File: src/pkg/sahp_pkg.sv
// Constants, field layout and carrier types of the simultaneous ADC host port.
// Assumes one 20 MHz clock; host pins are asynchronous and are synchronised.
package sahp_pkg;
  // ----------------------------------------------------------------
  // Setup register layout
  // ----------------------------------------------------------------
  localparam int          SETUP_W       = 4;        // Setup register width
  localparam int          BIT_REF       = 3;        // Reference source
  localparam int          BIT_FMT       = 2;        // Result format
  localparam int          BIT_RSVD      = 1;        // Reserved, written zero
  localparam int          BIT_MODE      = 0;        // Sampling mode
  localparam logic [3:0]  SETUP_RESET   = 4'h0;     // Power-on value
  // ----------------------------------------------------------------
  // Timing
  // ----------------------------------------------------------------
  localparam int          CLK_HZ        = 20000000; // ref_clk rate
  localparam int          CONV_TIME_NS  = 3000;     // Conversion time
  localparam int          CONV_CYCLES   = CONV_TIME_NS / 50; // Round down at 50ns period
  localparam int          SYNC_STAGES   = 3;        // Pin synchroniser depth
  // ----------------------------------------------------------------
  // Types
  // ----------------------------------------------------------------
  typedef enum logic [1:0] {
    SAHP_TRACK = 2'b00,  // Inputs tracked
    SAHP_HOLD  = 2'b01,  // Held, waiting for acquisition request
    SAHP_CONV  = 2'b10   // Converting
  } sahp_state_t;
  typedef struct packed {
    logic cs;   // Chip select, synchronised, active low level
    logic rd;   // Read strobe, synchronised
    logic wr;   // Write strobe, synchronised
    logic trig; // Sample trigger, synchronised
  } sahp_pins_t;
endpackage

File: src/sahp_host_port.sv
// Host port and conversion control of a simultaneous-sampling converter.
// Assumes sample words arrive on sampleIn from the analog front end and
// that the testbench resolves the shared bus from resultBusOe.
`timescale 1ns/1ns
module sahp_host_port
  import sahp_pkg::*;
#(
  parameter int CHANNELS   = 8,  // Implemented channels: 4, 6 or 8
  parameter int RESULT_W   = 16, // 16 wide variant, 14 narrow
  parameter int CONV_COUNT = CONV_CYCLES
)(
  input  wire logic                         ref_clk,
  input  wire logic                         rstn,
  input  wire logic                         csN,
  input  wire logic                         rdN,
  input  wire logic                         wrN,
  input  wire logic                         sample_trigger,
  input  wire logic                         power_down_input,
  input  wire logic [RESULT_W-1:0]          resultBusIn,
  output logic      [RESULT_W-1:0]          resultBusOut,
  output logic      [RESULT_W-1:0]          resultBusOe,
  input  wire logic [CHANNELS*RESULT_W-1:0] sampleIn,
  output logic                              convDoneN,
  output logic                              trackEn,
  output logic                              ref_source_bit,
  output logic                              result_format_bit,
  output logic                              lowPower
);
  localparam int PW = $clog2(CHANNELS);
  localparam int CW = $clog2(CONV_COUNT + 1);
  localparam int CB0 = RESULT_W - SETUP_W; // Setup bits ride the top four bus lines
  localparam int CONV_WAIT = CONV_COUNT - 1; // Cycles from first count to last count
  localparam logic [PW-1:0] LAST_CH = PW'(CHANNELS - 1);
  localparam logic [CW-1:0] CONV_LAST = CW'(CONV_COUNT - 1);

  // ----------------------------------------------------------------
  // State
  // ----------------------------------------------------------------
  typedef struct packed {
    sahp_pins_t                  s2;      // Second sync stage
    sahp_pins_t                  s3;      // Third sync stage
    sahp_pins_t                  pin;     // Agreed pin levels
    sahp_state_t                 fsm;     // Conversion state
    logic [CW-1:0]               cnt;     // Conversion cycle counter
    logic [SETUP_W-1:0]          setup;   // Setup register
    logic [CHANNELS*RESULT_W-1:0] hold;   // Held samples
    logic [PW-1:0]               ptr;     // Readout channel
    logic [RESULT_W-1:0]         dout;    // Word on the bus
    logic                        doneN;   // Conversion done, active low
    logic                        pdS2;    // Power-down second sync stage
    logic                        pdS3;    // Power-down third sync stage
    logic                        pdPin;   // Agreed power-down level
  } sahp_st_t;

  sahp_st_t   st;       // Registered state
  sahp_st_t   next_st;  // Next state
  sahp_pins_t s1;       // First sync stage, read only by s2
  logic       pdS1;     // Power-down first stage, read only by pdS2
  logic       wrRise;   // Write strobe rising edge
  logic       rdRise;   // Read strobe rising edge
  logic       trigRise; // Trigger rising edge
  logic       busOn;    // Device drives the bus
  logic [RESULT_W-1:0] rawWord;   // Selected channel word
  logic [RESULT_W-1:0] fmtWord;   // Word after encoding

  // ----------------------------------------------------------------
  // First synchroniser stage, kept apart so nothing else reads it
  // ----------------------------------------------------------------
  // Limitation: a pin level must stand two clocks to count, so a trigger
  // low shorter than that is filtered out rather than taken as a start
  always_ff @(posedge ref_clk or negedge rstn) begin
    if (!rstn) begin
      s1   <= '1;
      pdS1 <= 1'b0; // Power-down idles low
    end else begin
      s1   <= '{cs: csN, rd: rdN, wr: wrN, trig: sample_trigger};
      pdS1 <= power_down_input;
    end
  end

  // Edges taken only once stages two and three agree
  assign wrRise   = (st.s2.wr == st.s3.wr) && st.s3.wr && !st.pin.wr;
  assign rdRise   = (st.s2.rd == st.s3.rd) && st.s3.rd && !st.pin.rd;
  assign trigRise = (st.s2.trig == st.s3.trig) && st.s3.trig && !st.pin.trig;

  // Channel word and encoding; two's complement flips the top bit
  assign rawWord = st.hold[st.ptr*RESULT_W +: RESULT_W];
  assign fmtWord = st.setup[BIT_FMT] ? {~rawWord[RESULT_W-1], rawWord[RESULT_W-2:0]}
                                     : rawWord;

  // ----------------------------------------------------------------
  // Next state
  // ----------------------------------------------------------------
  always_comb begin
    next_st      = st;
    next_st.s2   = s1;
    next_st.s3   = st.s2;
    // Agreed level follows stages two and three only when they match
    if (st.s2.cs == st.s3.cs) next_st.pin.cs = st.s3.cs;
    if (st.s2.rd == st.s3.rd) next_st.pin.rd = st.s3.rd;
    if (st.s2.wr == st.s3.wr) next_st.pin.wr = st.s3.wr;
    if (st.s2.trig == st.s3.trig) next_st.pin.trig = st.s3.trig;
    // Power-down pin passes the same three-stage filter
    next_st.pdS2 = pdS1;
    next_st.pdS3 = st.pdS2;
    if (st.pdS2 == st.pdS3) next_st.pdPin = st.pdS3;
    // Setup is taken on the write rising edge while selected, also in power-down
    if (wrRise && !st.pin.cs) begin
      next_st.setup = resultBusIn[CB0 +: SETUP_W];
    end
    // Readout advances once per completed read strobe
    if (rdRise && !st.pin.cs) begin
      next_st.ptr = (st.ptr == LAST_CH) ? '0 : st.ptr + 1'b1;
    end
    next_st.dout = fmtWord;
    case (st.fsm)
      SAHP_TRACK: begin
        // Trigger rise freezes every channel in the same cycle
        if (trigRise && !st.pdPin) begin
          next_st.hold  = sampleIn;
          next_st.fsm   = SAHP_CONV;
          next_st.cnt   = '0;
          next_st.doneN = 1'b1;
          next_st.ptr   = '0;
        end
      end
      SAHP_HOLD: begin
        // Mode 0 waits for trigger low before tracking again
        if (st.setup[BIT_MODE] || !st.pin.trig) begin
          next_st.fsm = SAHP_TRACK;
        end
      end
      SAHP_CONV: begin
        if (st.cnt == CONV_LAST) begin
          next_st.doneN = 1'b0;
          next_st.fsm   = st.setup[BIT_MODE] ? SAHP_TRACK : SAHP_HOLD;
        end else begin
          next_st.cnt = st.cnt + 1'b1;
        end
      end
      default: begin
        next_st.fsm = SAHP_TRACK;
      end
    endcase
  end

  // ----------------------------------------------------------------
  // State register
  // ----------------------------------------------------------------
  always_ff @(posedge ref_clk or negedge rstn) begin
    if (!rstn) begin
      st       <= '0;
      st.s2    <= '1;
      st.s3    <= '1;
      st.pin   <= '1;
      st.fsm   <= SAHP_TRACK;
      st.setup <= SETUP_RESET;
      st.doneN <= 1'b1;
    end else begin
      st <= next_st;
    end
  end

  // ----------------------------------------------------------------
  // Outputs
  // ----------------------------------------------------------------
  // Bus is driven only while select and read strobe are agreed low; pins are
  // synchronised, so release lags the pin by up to four cycles
  assign busOn             = !st.pin.cs && !st.pin.rd;
  assign resultBusOe       = {RESULT_W{busOn}};
  assign resultBusOut      = st.dout;
  assign convDoneN         = st.doneN;
  assign trackEn           = (st.fsm == SAHP_TRACK) && !st.pdPin;
  assign ref_source_bit    = st.setup[BIT_REF];
  assign result_format_bit = st.setup[BIT_FMT];
  assign lowPower          = st.pdPin;
endmodule

File: config.mk
export PLATFORM = sky130hd
export DESIGN_NAME = sahp_host_port
export DESIGN_NICKNAME = d
export VERILOG_FILES = /design/src/pkg/sahp_pkg.sv /design/src/sahp_host_port.sv
export SDC_FILE = /design/constraint.sdc
export NUM_CORES = 1
export LEC_CHECK = 0
export BUFFER_PORTS_ARGS = -buffer_cell sky130_fd_sc_hd__clkbuf_2
export CAP_MARGIN = 20
export CORE_UTILIZATION = 48
export DETAILED_ROUTE_END_ITERATION = 12
export PLACE_DENSITY_LB_ADDON = 0.25
export SYNTH_ARGS = -nofsm -noshare
export SYNTH_HDL_FRONTEND = slang
export SYNTH_SLANG_ARGS = --single-unit
export TNS_END_PERCENT = 5
File: constraint.sdc
create_clock -name ref_clk -period 1.8 [get_ports ref_clk]
set_clock_uncertainty 0.1 [all_clocks]
set_input_delay 0.09 -clock ref_clk [delete_from_list [all_inputs] [get_ports ref_clk]]
set_output_delay 0.09 -clock ref_clk [all_outputs]
set_load 0.02 [all_outputs]
==> flow_summary.yaml <==
clock_tree:
  root_buffer: "clkbuf_16"
  htree_levels: 4
  worstSkewPairLatency_ns: 0.43
  cts.reportedPaths.clkPinSlew_ns: 0.07
  cts_tree: "built"
  ctsLongestPathBuffers: 2
  cts_buffers: 17
  clkSinkCount: 179
  ctsResizeCount: 0
place:
  portBuffers: 174
  dpl_cell_area_um2: 8860
  place_hpwl_um: 11500
  placed_cells: 1083
  preCtsSetupSlack_ns: 0.0685
  gp_congestion: 0.791
final_layout:
  finalNonFillerCells: 1251
  final_area_um2: 10800
  num_antenna_cells: 0
  drive_gt1_share_pct: 26.4
  area_growth_pct: 37.9
  fin_nets: 1180
  final_core_util_pct: 67.9
floorplan:
  die_x_um: 130
  die_h_um: 130
  start_util_pct: 49.3
  dieArea_um2: 16900
  row_count: 46
  io_pins: 188
  fp.coreArea_um2: 15900
logic_synthesis:
  synth_cells: 744
  synth_nets: 901
  avgSynthCellArea_um2: 10.6
  seq_area_frac_synth_pct: 57.3
  ys_async_sr_fraction_pct: 100
  ys_ff_latch: 179
  synth_cell_type_count: 34
  ys_warn_count: 0
  synth_area_um2: 7850
  synth_ff_type: "dfrtp_1"
  synth-edff-count: 0
timing:
  tightestPinTransition_ns: 0.426
  grt_setup_unrepaired: "false"
  relSlewSlack_pct: 71.6
  fin_setup_tns_ns: 0
  hold_violations: 0
  fin_crit_sh_pct: 97.4
  fmax_mhz: 570
  finalCriticalPeriod_ns: 1.75
  setup_viol: 0
  slew_violations: 0
  layout_setup_ws_ns: 0.0463
power:
  peakVddDrop_mv: 0.970
  powerDensity_nw_per_um2: 1450
  p_leak_nw: 5.53
routing:
  via_per_inst: 4.86
  vias: 6083
  drt_iter0_drc: 321
  avgRoutedWirePerCell_um: 15.0
  totalWireLength_um: 18800
  drt_pass1_iterations: 5
  drc: 0
  ant_nets: 0
global_route:
  grt_pass1_vias: 6080
  grt_pass1_wl_um: 29300
  antenna_found_initial: 0
  grtUsageTotal_pct: 23.2
  gr-total-overflow: 0
  grt_max_degree: 54
worst_setup_path:
  worst_path_max_delay_cell: "mux4_1"
  cpLargestDelayFamily: "multiplexers"
  max_stage_delay_ns: 0.63
  end_kind: "flip-flop"
  critPathKind: "reg -> reg"
  cp_max_fo: 16
  cp.required_ns: 2.01
  startpoint_type: "flip-flop"
  arrival_ns: 1.96
  crit_buf_inv: 1
  cp_cell_sequence: "buf_12, mux4_1, mux2_2"
worst_hold_path:
  hold_class: "in -> async"
status:
  status: "completed"
job:
  drv_cap: 0
what timing repair did:
action | CTS | global route
hold endpoints to repair | 312 | 0
buffers inserted | 0 | 0
hold buffers | 137 | 0
cells in the mapped netlist, types with 2 or more instances:
cell type,count,area (µm²)
mux2i_1,5,50.1
ha_1,6,75.1
buf_4,41,308
buf_2,13,65.1
mux2_2,21,236
maj3_1,2,20.0
buf_6,4,45.0
mux4_2,6,135
dfstp_2,17,447
nor2b_1,2,12.5
nand3b_1,2,15.0
a31oi_1,2,12.5
nand3_1,5,25.0
dfrtp_1,162,4050
o21ai_0,2,10.0
inv_1,2,7.51
nor2_1,6,22.5
clkbuf_1,15,56.3
nand2_1,389,1460
mux4_1,26,683
a21oi_1,3,15.0
cells by family (layout without fill, tap and decap cells):
logic type                 after synthesis  after routing  synth area share [%]
AOI/OAI and AO/OA                       12             12                 0.924
xor gates and xnor gates                 1              1                 0.112
buffers and inverters                   75            366                  6.13
muxes                                   58             58                  14.1
adders and majority gates                8              8                  1.21
and+or+nand+nor                        411            411                  20.2
DFF                                    179            179                  57.3
registers in the layout, indices dropped and copies added, names as in the netlist:
signal	cells
convDoneN	1
lowPower	1
next_st	9
pdS1	1
ref_source_bit	1
resultBusOut	16
result_format_bit	1
st	149
layout make-up:
class | instances | area, µm²
fill | 1174 | 5110
inverter | 2 | 7.51
timing repair buffer | 333 | 2580
clock buffer | 19 | 443
tap | 216 | 270
clock inverter | 12 | 155
multi-input combinational | 490 | 2870
sequential | 179 | 4500
power breakdown:
part           internal (mW)  total, mW  switching [mW]
Sequential              5.84       6.82           0.983
Combinational           2.73       5.08            2.35
Clock                   2.22       3.77            1.55
Total                   10.8       15.7            4.88
metal layers:
layer / GRT usage (%) / part of all wire, % / vias to the layer above
li1: - / - / 2937
met1: 28.0 / 41 / 2945
met2: 40.6 / 53 / 166
met3: 4.88 / 3.3 / 35
met4: 9.17 / 2.3 / 0
met5: 0 / 0 / -
path summary, 6_finish.rpt:
kind / startpoint / endpoint / slack (ns) / depth (start not counted)
max in group asynchronous: rstn / st[168] / 0.90 / 3
max reg2reg: st[20] / resultBusOut[11] / 0.05 / 3
min: rstn / st[162] / 0.03 / 2
min reg2reg: next_st[173] / next_st[169] / 0.26 / 0
min in group ref_clk: sample_trigger / next_st[171] / 0.19 / 2
max: st[20] / resultBusOut[11] / 0.05 / 3
stage by stage:
stage                     hold slack [ns]  power, mW
after global routing               0.0521       16.7
final                              0.0335       15.7
after CTS                          0.0157       15.8
after floorplan                    -0.306       10.4
after detailed placement          -0.0916       11.7
after global placement             -0.101       11.5
layout by cell type, fill, tap and decap left out, types with 4 or more instances in the layout:
cell type,n
clkbuf_2,173
dfrtp_1,161
buf_4,9
mux2_2,21
nand3_1,5
ha_1,6
clkinvlp_4,4
clkbuf_16,17
mux2i_1,5
nand2_1,389
dfstp_2,17
nor2_1,6
buf_12,13
mux4_1,26
mux4_2,6
dlygate4sd3_1,137
Power figures use the tool's default switching activity.
